[src/core/liu_pkg.sv]
/*
 * Constants of the global register bank of the eight-channel line interface:
 * register offsets, field positions, reset values and the neutral revision code.
 * Assumes an 8-bit register address and 8-bit register data.
 */
package liu_pkg;

    // Register port widths
    localparam int unsigned LIU_ADDR_W = 8;
    localparam int unsigned LIU_DATA_W = 8;
    localparam int unsigned LIU_CHANS  = 8;

    // Register offsets
    localparam logic [7:0] LIU_OFF_REVISION  = 8'h02;
    localparam logic [7:0] LIU_OFF_SOFT_RST  = 8'h04;
    localparam logic [7:0] LIU_OFF_MONITOR   = 8'h05;
    localparam logic [7:0] LIU_OFF_AUX_PIN   = 8'h06;
    localparam logic [7:0] LIU_OFF_REF_ROUTE = 8'h07;
    localparam logic [7:0] LIU_OFF_LINE_STD  = 8'h20;

    // Revision code; the value is arbitrary
    localparam logic [7:0] LIU_REVISION_DEFAULT = 8'h5a;

    // Monitor select field
    localparam int unsigned LIU_MON_LSB  = 0;
    localparam int unsigned LIU_MON_W    = 4;
    localparam int unsigned LIU_MON_TXB  = 3;
    localparam logic [3:0]  LIU_MON_RST  = 4'h0;

    // Auxiliary pin field positions
    localparam int unsigned LIU_PIN0_DIR_BIT = 0;
    localparam int unsigned LIU_PIN1_DIR_BIT = 1;
    localparam int unsigned LIU_PIN0_LVL_BIT = 2;
    localparam int unsigned LIU_PIN1_LVL_BIT = 3;
    localparam logic        LIU_PIN_DIR_RST  = 1'b1;
    localparam logic        LIU_PIN_LVL_RST  = 1'b0;

    // Reference clock route fields
    localparam int unsigned LIU_REF_A_LSB = 0;
    localparam int unsigned LIU_REF_B_LSB = 3;
    localparam int unsigned LIU_REF_SEL_W = 3;
    localparam logic [5:0]  LIU_REF_RST   = 6'h00;

    // Line standard select bit
    localparam int unsigned LIU_STD_BIT = 0;
    localparam logic        LIU_STD_RST = 1'b0;

endpackage

[src/core/liu_gpin.sv]
/*
 * One general purpose pin cell: direction and level bits, pin sampling and
 * pin drive with separate output and output enable.
 * Assumes the pin input is synchronous to i_ref_clk.
 */
`timescale 1ns/1ns

module liu_gpin
(
    // Clock and resets
    input  wire logic i_ref_clk,
    input  wire logic i_rst,
    input  wire logic i_clear,
    // Register write
    input  wire logic i_wr,
    input  wire logic i_dir_d,
    input  wire logic i_level_d,
    // Pin
    input  wire logic i_pin,
    output logic      o_pin,
    output logic      o_pin_oe,
    // Register read view
    output logic      o_dir,
    output logic      o_level_rd
);
    import liu_pkg::*;

    logic dir_q;
    logic level_q;
    logic sample_q;

    ////////////////////////////////////////////////////////////////////////////
    // Direction bit, input after either reset
    always_ff @(posedge i_ref_clk)
    begin
        if (i_rst || i_clear)
            dir_q <= LIU_PIN_DIR_RST;
        else if (i_wr)
            dir_q <= i_dir_d;
    end

    // Level bit; kept even while the pin is an input so a later turn is glitch free
    always_ff @(posedge i_ref_clk)
    begin
        if (i_rst || i_clear)
            level_q <= LIU_PIN_LVL_RST;
        else if (i_wr)
            level_q <= i_level_d;
    end

    // Pin sample; input is synchronous so one stage is enough
    always_ff @(posedge i_ref_clk)
    begin
        if (i_rst)
            sample_q <= 1'b0;
        else
            sample_q <= i_pin;
    end

    // Drive flops; enable follows direction one cycle later
    always_ff @(posedge i_ref_clk)
    begin
        if (i_rst)
        begin
            o_pin    <= LIU_PIN_LVL_RST;
            o_pin_oe <= 1'b0;
        end
        else
        begin
            o_pin    <= level_q;
            o_pin_oe <= ~dir_q;
        end
    end

    // Read view: sampled pin when input, stored level when output
    assign o_dir      = dir_q;
    assign o_level_rd = dir_q ? sample_q : level_q;

endmodule

[src/core/liu_global_control_regs.sv]
/*
 * Global register bank of the eight-channel line interface: revision code,
 * software reset trigger, line monitor selector, two general pins and two
 * reference clock routers, reached over a plain strobe register port.
 * Assumes strobes are single cycle, never both high, and that recovered
 * receive clocks are sampled as ordinary inputs synchronous to i_ref_clk.
 */
`timescale 1ns/1ns

module liu_global_control_regs
#(
    parameter logic [7:0] REVISION_CODE = liu_pkg::LIU_REVISION_DEFAULT
)
(
    // Clock and reset
    input  wire logic                            i_ref_clk,
    input  wire logic                            i_rst,
    // Register port
    input  wire logic [liu_pkg::LIU_ADDR_W-1:0]  i_addr,
    input  wire logic [liu_pkg::LIU_DATA_W-1:0]  i_wr_data,
    input  wire logic                            i_wr_en,
    input  wire logic                            i_rd_en,
    output logic      [liu_pkg::LIU_DATA_W-1:0]  o_rd_data,
    // Chip wide control
    output logic                                 o_soft_reset,
    output logic                                 o_driver_hiz,
    output logic                                 o_line_standard_select,
    // Line monitor selection
    output logic      [liu_pkg::LIU_CHANS-1:0]   o_monitor_rx_sel,
    output logic      [liu_pkg::LIU_CHANS-1:0]   o_monitor_tx_sel,
    // General pins
    input  wire logic [1:0]                      i_gpin,
    output logic      [1:0]                      o_gpin,
    output logic      [1:0]                      o_gpin_oe,
    // Recovered receive clocks and reference outputs
    input  wire logic [liu_pkg::LIU_CHANS-1:0]   i_rx_clk,
    output logic                                 o_reference_output_a,
    output logic                                 o_reference_output_b
);
    import liu_pkg::*;

    logic [LIU_MON_W-1:0]  monitor_select_q;
    logic [5:0]            ref_clock_route_q;
    logic                  line_std_q;
    logic                  soft_wr;
    logic                  global_wr;
    logic                  pin_wr;
    logic [1:0]            pin_dir;
    logic [1:0]            pin_level_rd;
    logic [LIU_DATA_W-1:0] rd_mux;
    logic [2:0]            ref_a_source_select;
    logic [2:0]            ref_b_source_select;

    ////////////////////////////////////////////////////////////////////////////
    // Write decode
    assign soft_wr   = i_wr_en && (i_addr == LIU_OFF_SOFT_RST);
    assign pin_wr    = i_wr_en && (i_addr == LIU_OFF_AUX_PIN);
    assign global_wr = i_wr_en && ((i_addr == LIU_OFF_MONITOR)
                                || (i_addr == LIU_OFF_AUX_PIN)
                                || (i_addr == LIU_OFF_REF_ROUTE)
                                || (i_addr == LIU_OFF_LINE_STD));

    assign ref_a_source_select = ref_clock_route_q[LIU_REF_A_LSB +: LIU_REF_SEL_W];
    assign ref_b_source_select = ref_clock_route_q[LIU_REF_B_LSB +: LIU_REF_SEL_W];

    ////////////////////////////////////////////////////////////////////////////
    // Monitor select; the upper nibble is never stored
    always_ff @(posedge i_ref_clk)
    begin
        if (i_rst || soft_wr)
            monitor_select_q <= LIU_MON_RST;
        else if (i_wr_en && (i_addr == LIU_OFF_MONITOR))
            monitor_select_q <= i_wr_data[LIU_MON_LSB +: LIU_MON_W];
    end

    // Reference clock route, two 3-bit selectors
    always_ff @(posedge i_ref_clk)
    begin
        if (i_rst || soft_wr)
            ref_clock_route_q <= LIU_REF_RST;
        else if (i_wr_en && (i_addr == LIU_OFF_REF_ROUTE))
            ref_clock_route_q <= i_wr_data[5:0];
    end

    // Line standard bit survives the soft reset; only the hard reset clears it
    always_ff @(posedge i_ref_clk)
    begin
        if (i_rst)
            line_std_q <= LIU_STD_RST;
        else if (i_wr_en && (i_addr == LIU_OFF_LINE_STD))
            line_std_q <= i_wr_data[LIU_STD_BIT];
    end

    ////////////////////////////////////////////////////////////////////////////
    // Chip wide outputs
    // Reset pulse tells channel logic to return to defaults
    always_ff @(posedge i_ref_clk)
    begin
        if (i_rst)
            o_soft_reset <= 1'b0;
        else
            o_soft_reset <= soft_wr;
    end

    // Drivers stay released until software configures the bank again
    always_ff @(posedge i_ref_clk)
    begin
        if (i_rst || soft_wr)
            o_driver_hiz <= 1'b1;
        else if (global_wr)
            o_driver_hiz <= 1'b0;
    end

    always_ff @(posedge i_ref_clk)
    begin
        if (i_rst)
            o_line_standard_select <= LIU_STD_RST;
        else
            o_line_standard_select <= line_std_q;
    end

    ////////////////////////////////////////////////////////////////////////////
    // Monitor decode; code zero of each half means normal operation
    always_ff @(posedge i_ref_clk)
    begin
        if (i_rst)
        begin
            o_monitor_rx_sel <= '0;
            o_monitor_tx_sel <= '0;
        end
        else
        begin
            o_monitor_rx_sel <= '0;
            o_monitor_tx_sel <= '0;
            if (monitor_select_q[2:0] != 3'h0)
            begin
                if (monitor_select_q[LIU_MON_TXB])
                    o_monitor_tx_sel <= 8'h01 << monitor_select_q[2:0];
                else
                    o_monitor_rx_sel <= 8'h01 << monitor_select_q[2:0];
            end
        end
    end

    ////////////////////////////////////////////////////////////////////////////
    // Reference clock routing; sampling the recovered clock costs a cycle of
    // skew but keeps every output on a flop
    always_ff @(posedge i_ref_clk)
    begin
        if (i_rst)
        begin
            o_reference_output_a <= 1'b0;
            o_reference_output_b <= 1'b0;
        end
        else
        begin
            o_reference_output_a <= i_rx_clk[ref_a_source_select];
            o_reference_output_b <= i_rx_clk[ref_b_source_select];
        end
    end

    ////////////////////////////////////////////////////////////////////////////
    // General pins, one cell each
    liu_gpin u_pin0
    (
        .i_ref_clk  (i_ref_clk),
        .i_rst      (i_rst),
        .i_clear    (soft_wr),
        .i_wr       (pin_wr),
        .i_dir_d    (i_wr_data[LIU_PIN0_DIR_BIT]),
        .i_level_d  (i_wr_data[LIU_PIN0_LVL_BIT]),
        .i_pin      (i_gpin[0]),
        .o_pin      (o_gpin[0]),
        .o_pin_oe   (o_gpin_oe[0]),
        .o_dir      (pin_dir[0]),
        .o_level_rd (pin_level_rd[0])
    );

    liu_gpin u_pin1
    (
        .i_ref_clk  (i_ref_clk),
        .i_rst      (i_rst),
        .i_clear    (soft_wr),
        .i_wr       (pin_wr),
        .i_dir_d    (i_wr_data[LIU_PIN1_DIR_BIT]),
        .i_level_d  (i_wr_data[LIU_PIN1_LVL_BIT]),
        .i_pin      (i_gpin[1]),
        .o_pin      (o_gpin[1]),
        .o_pin_oe   (o_gpin_oe[1]),
        .o_dir      (pin_dir[1]),
        .o_level_rd (pin_level_rd[1])
    );

    ////////////////////////////////////////////////////////////////////////////
    // Read mux; unmapped and write-only offsets read zero
    always_comb
    begin
        rd_mux = '0;
        unique case (i_addr)
            LIU_OFF_REVISION:  rd_mux = REVISION_CODE;
            LIU_OFF_SOFT_RST:  rd_mux = 8'h00;
            LIU_OFF_MONITOR:   rd_mux = {4'h0, monitor_select_q};
            LIU_OFF_AUX_PIN:   rd_mux = {4'h0, pin_level_rd, pin_dir};
            LIU_OFF_REF_ROUTE: rd_mux = {2'h0, ref_clock_route_q};
            LIU_OFF_LINE_STD:  rd_mux = {7'h00, line_std_q};
            default:           rd_mux = 8'h00;
        endcase
    end

    // Read data stands only in the cycle after the strobe
    always_ff @(posedge i_ref_clk)
    begin
        if (i_rst)
            o_rd_data <= '0;
        else if (i_rd_en)
            o_rd_data <= rd_mux;
        else
            o_rd_data <= '0;
    end
endmodule

[config.mk]
export PLATFORM = sky130hd
export DESIGN_NAME = liu_global_control_regs
export DESIGN_NICKNAME = d
export VERILOG_FILES = /design/src/core/liu_pkg.sv /design/src/core/liu_gpin.sv /design/src/core/liu_global_control_regs.sv
export SDC_FILE = /design/constraint.sdc
export NUM_CORES = 1
export LEC_CHECK = 0
export BUFFER_PORTS_ARGS = -buffer_cell sky130_fd_sc_hd__buf_2
export CORE_MARGIN = 1.5
export CORE_UTILIZATION = 53
export DETAILED_ROUTE_END_ITERATION = 12
export GPL_ROUTABILITY_DRIVEN = 0
export PLACE_DENSITY = 0.84
export SETUP_SLACK_MARGIN = 0.1
export SLEW_MARGIN = 20
export SYNTH_ARGS = -nofsm -noshare
export SYNTH_HDL_FRONTEND = slang
export SYNTH_HIERARCHICAL = 1
export SYNTH_SLANG_ARGS = --single-unit
[constraint.sdc]
create_clock -name i_ref_clk -period 3.6 [get_ports i_ref_clk]
set_input_delay 0.18 -clock i_ref_clk [delete_from_list [all_inputs] [get_ports i_ref_clk]]
set_output_delay 0.18 -clock i_ref_clk [all_outputs]
set_load 0.05 [all_outputs]
; Yosys cells after proc, flatten, opt, wreduce, memory -nomap -nowiden
; Cells that the tools add are included.
[totals]
out_inout_bits = 33
regBits = 50
elab_cells = 56
inputBits = 30
[op_classes]
n_bitwise = 5
magnitude_cmp = 2
mux = 7
reduce_logical = 14
n_shift = 1
eq_ne = 6
[op_table]
columns = cell, n
row1 = 7-bit case mux with 5 select lines, 1
row2 = 8-bit by 3-bit equality test with 1-bit output (second input constant), 4
row3 = 8-bit by 2-bit equality test with 1-bit output (second input constant), 1
row4 = 8-bit by 6-bit equality test with 1-bit output (second input constant), 1
row5 = 3-bit by 4-bit less-than comparator with 1-bit output (second input constant), 2
row6 = 1-bit by 3-bit << shifter with 8-bit output (first input constant), 1
row7 = 1-bit binary-select mux with 3-bit select, 2
row8 = 1-bit logical AND, 6
row9 = 3-bit OR reduction, 2
row10 = 1-bit NOT, 5
row11 = 1-bit logical OR, 4
row12 = 1-bit 2-to-1 mux, 4
row13 = 3-bit nonzero test, 1
row14 = 2-bit OR reduction, 1

; Longest topological paths before layout
[logic_depth]
ltp_word = 5
mapped_depth = 6
depth_no_buf = 5

; Cells and area by module
; Netlist, hierarchy kept.
[modules_own_cells]
columns = mod, cells_each, instances, area_each_um2
row1 = liu_global_control_regs, 148, 1, 1527.7
row2 = liu_gpin, 14, 2, 168.9

; Worst setup path before layout
; Ideal clock, no wire load.
[synth_timing]
path_type = input-to-reg
startpoint = in i_addr[7] (netlist bit)
endpoint = reg monitor_select_q[0]
arrival_time_ps = 1767
required_ps = 3472
slack_ps = 1705
setup_time_ps = 128
path_stages = 6
path_buffers = 2
path_cell_list = or4_4 buf_6 nor4_2 or2_1 clkbuf_1 nor2_1
[synth_via]
elab_chain_len = 3
elab_cells_between_ends = 5
[synth_rtl]
columns = element, line
row1 = "start, declared", liu_global_control_regs.sv:19  ; input wire logic [liu_pkg::LIU_ADDR_W-1:0] i_addr,
row2 = 8-bit by 3-bit equality test with 1-bit output, liu_global_control_regs.sv:56  ; assign soft_wr = i_wr_en && (i_addr == LIU_OFF_SOFT_RST);
row3 = 1-bit logical AND, liu_global_control_regs.sv:56
row4 = via soft_wr, liu_global_control_regs.sv:45  ; logic soft_wr;
row5 = 1-bit logical OR, liu_global_control_regs.sv:70  ; if (i_rst || soft_wr)
row6 = "end signal, assigned", liu_global_control_regs.sv:73  ; monitor_select_q <= i_wr_data[LIU_MON_LSB +: LIU_MON_W];
row7 = "end, declared", liu_global_control_regs.sv:42  ; logic [LIU_MON_W-1:0] monitor_select_q;
; The timed path passes the listed nets, and every way through them passes these cells.
; A chain may end at the register's enable or synchronous reset.

; Worst setup path after layout
[layout_timing]
startpoint = in i_addr[7] (netlist bit)
endpoint = reg ref_clock_route_q[4]
[layout_via]
elab_chain_len = 3
elab_cells_between_ends = 5
[layout_rtl]
columns = element, line
row1 = 8-bit by 3-bit equality test with 1-bit output, liu_global_control_regs.sv:56
row2 = 1-bit logical AND, liu_global_control_regs.sv:56
row3 = via soft_wr, liu_global_control_regs.sv:45
row4 = 1-bit logical OR, liu_global_control_regs.sv:79  ; if (i_rst || soft_wr)
row5 = "end signal, assigned", liu_global_control_regs.sv:82  ; ref_clock_route_q <= i_wr_data[5:0];
row6 = "end, declared", liu_global_control_regs.sv:43  ; logic [5:0] ref_clock_route_q;
; The timed path passes the listed nets, and every way through them passes these cells.

==> flow_summary.yaml <==
run_status:
  status: "finished, final reports clean"
route:
  wl_um: 3770
  wl_per_cell_um: 13.3
  vias: 1526
  drt-initial-drc-count: 63
  avgViaCountPerCell: 5.37
  final_antenna_net_count: 0
  dr.pass1.iters: 5
  drc: 0
final_layout:
  fin_cells: 284
  drive_gt1_frac: 0.340
  stdcell_area_um2: 2240
  finish.utilization: 0.667
  nNetsFinal: 267
  n_antenna_cell: 0
  nFillCells: 316
  seqCellArea_um2: 981
  multi_input_area_um2: 838
  areaGrowthSynthToFinish_pct: 20.2
clock_tree:
  cts_setup_buffers: 0
  cts_tree: "done"
  cts_sinks: 49
  clk_path_buf_depth: 2
  cts-buffers-inserted: 5
  cts_resized: 0
  h-tree-depth: 2
  cts-root-buf: "clkbuf_4"
  path_clk_slew_ps: 150
  ctsHoldBuffers: 0
  clk_latency_ps: 370
placed_design:
  placed_cells: 276
  dpl.hpwl_um: 2750
  placed_cell_area_um2: 2180
  port_buffers: 59
worst_setup_path:
  worst_setup_path_end_kind: "register"
  crit_fanout: 11
  worst-path-stages: 5
  cp_cell_sequence: "buf_2 -> or4_4 -> nor4_2 -> or2_1 -> nor2_1"
  r2r.worst_path.cells: 3
  critPathArrivalTime_ps: 2000
  worstSetupPathType: "in -> reg"
  required_ps: 3860
  critPathMaxStageDelay_ps: 590
  worstSetupStartpointType: "primary input"
  path_delay_family: "simple AND/OR/NAND/NOR gates"
  slowest_stage: "nor4_2"
  crit_buf_inv: 1
global_routing:
  grt_pass1_vias: 1378
  grt_pass1_wl_um: 6170
  track_usage: 0.202
  grt_max_degree: 23
  overflow: 0
  antenna_found_initial: 0
job:
  drv_cap: 0
yosys:
  synth_area_leaders: "dfxtp_1, mux2i_1, nor2_1"
  synth_common_cells: "dfxtp_1, nor2_1, mux2i_1"
  synth.largest_area_cell: "dfxtp_1"
  yosysTopAreaCellShare: 0.526
  ys.flop_type: "dfxtp_1"
  syn_avg_cell_area_um2: 10.6
  syn-cell-area_um2: 1870
  synth_sequential_area_ratio: 0.526
  netlist_instances: 176
  ys_types: 37
  post-synth-top-count-cell: "dfxtp_1"
  ys_seq_elements: 49
  ys_async_sr_fraction: 0
  synth_warnings: 6
  synth_edf_count: 0
min_path:
  worstHoldPathCells: 2
  hp-class: "in -> reg"
power:
  powerDensity_nw_per_um2: 391
  vdd_drop_max_mv: 0.229
  leakagePower_nw: 1.02
die:
  fp.coreArea_um2: 3360
  rows: 21
  io_pins: 63
  start_util: 0.555
  fp.dieH_um: 62.3
  dieArea_um2: 3890
  fp.dieW_um: 62.3
timing:
  layout_min_cycle_time_ps: 1750
  rsz0062_at_grt: "false"
  final_max_slew_viol_count: 0
  final-setup-viol-count: 0
  fmax_mhz: 573
  worstMarginPinSlew_ps: 655
  timing.slew.headroom: 0.560
  report.final.hold_viol_count: 0
  fin_crit_sh: 0.485
  hold_slack_ps: 19.2
  setup_tns_ps: 0
  finClkSkew_ps: 9.51
## stage by stage
stage,worst slack (ps),power (mW)
final,1850,0.876
after global routing,1760,0.914
after CTS,1890,0.882
after detailed placement,1480,0.623
after global placement,1530,0.622
after floorplan,1710,0.596
## power breakdown
part / internal, mW / switching [mW] / leakage, nW / total [mW]
clock network: 0.0812 / 0.183 / 0.0322 / 0.264
registers: 0.546 / 0.00106 / 0.397 / 0.547
logic: 0.0246 / 0.0400 / 0.594 / 0.0646
## layout by cell type, fill, tap and decap left out, types with 2 or more instances in the layout
master | Yosys | routed
or4_1 | 2 | 2
nand2b_1 | 5 | 5
o21ai_0 | 2 | 2
inv_6 | 0 | 2
nand2_1 | 8 | 8
a21oi_1 | 3 | 3
mux2i_1 | 17 | 17
nor2_1 | 31 | 31
nor3b_1 | 3 | 3
buf_2 | 1 | 59
mux4_2 | 4 | 4
conb_1 | 1 | 3
dfxtp_1 | 49 | 49
mux2_2 | 2 | 2
or4_4 | 2 | 2
mux2_4 | 2 | 2
nor3_2 | 2 | 2
nor4_1 | 4 | 4
clkbuf_4 | 0 | 5
nand3_1 | 3 | 3
nor2b_1 | 9 | 9
a32oi_1 | 2 | 2
nor3_1 | 5 | 5
## layer usage
metal / global-route usage / share of wire / wire length (um)
met5: 0 / 0 / 0
met1: 0.258 / 0.42 / 1560
met2: 0.333 / 0.49 / 1840
met3: 0.0417 / 0.079 / 298
met4: 0.0889 / 0.016 / 60
## worst register-to-register path, delay by kind of cell, from the launching register on
kind	cells	cell delay (ps)
DFF	1	460
muxes	2	690
and+or+nand+nor	1	60
## kinds of logic after synthesis
family,count (synthesis),share of synthesized area
simple gates,80,0.230
flops,49,0.526
mux,26,0.174
compound gates,11,0.0396
buf+inv,9,0.0288
other cells,1,0.00201
## flip-flops by register name, indices dropped and copies added, names as in the netlist
register and flops:
line_std_q 1, monitor_select_q 4, o_driver_hiz 1, o_line_standard_select 1
o_monitor_rx_sel 8, o_monitor_tx_sel 8, o_rd_data 7, o_reference_output_a 1
o_reference_output_b 1, o_soft_reset 1, ref_clock_route_q 6, u_pin0/level_q 1
u_pin0/o_dir 1, u_pin0/o_pin 1, u_pin0/o_pin_oe 1, u_pin0/sample_q 1
u_pin1/level_q 1, u_pin1/o_dir 1, u_pin1/o_pin 1, u_pin1/o_pin_oe 1
u_pin1/sample_q 1
## final timing paths
check	startpoint	endpoint	slack [ps]
worst max-delay path	i_addr[7]	ref_clock_route_q[4]	1850
worst min register to register	ref_clock_route_q[5]	o_rd_data[5]	500
worst min-delay path	i_gpin[1]	u_pin1/sample_q	20
worst max register to register	ref_clock_route_q[0]	o_reference_output_a	2290
## layout make-up
class / instances / area share
sequential: 49 / 0.438
multi-input combinational: 120 / 0.374
timing repair buffer: 59 / 0.132
tap: 46 / 0.0257
clock buffer: 5 / 0.0167
clock inverter: 3 / 0.0112
inverter: 2 / 0.00335
(Power assumes the default switching activity.)
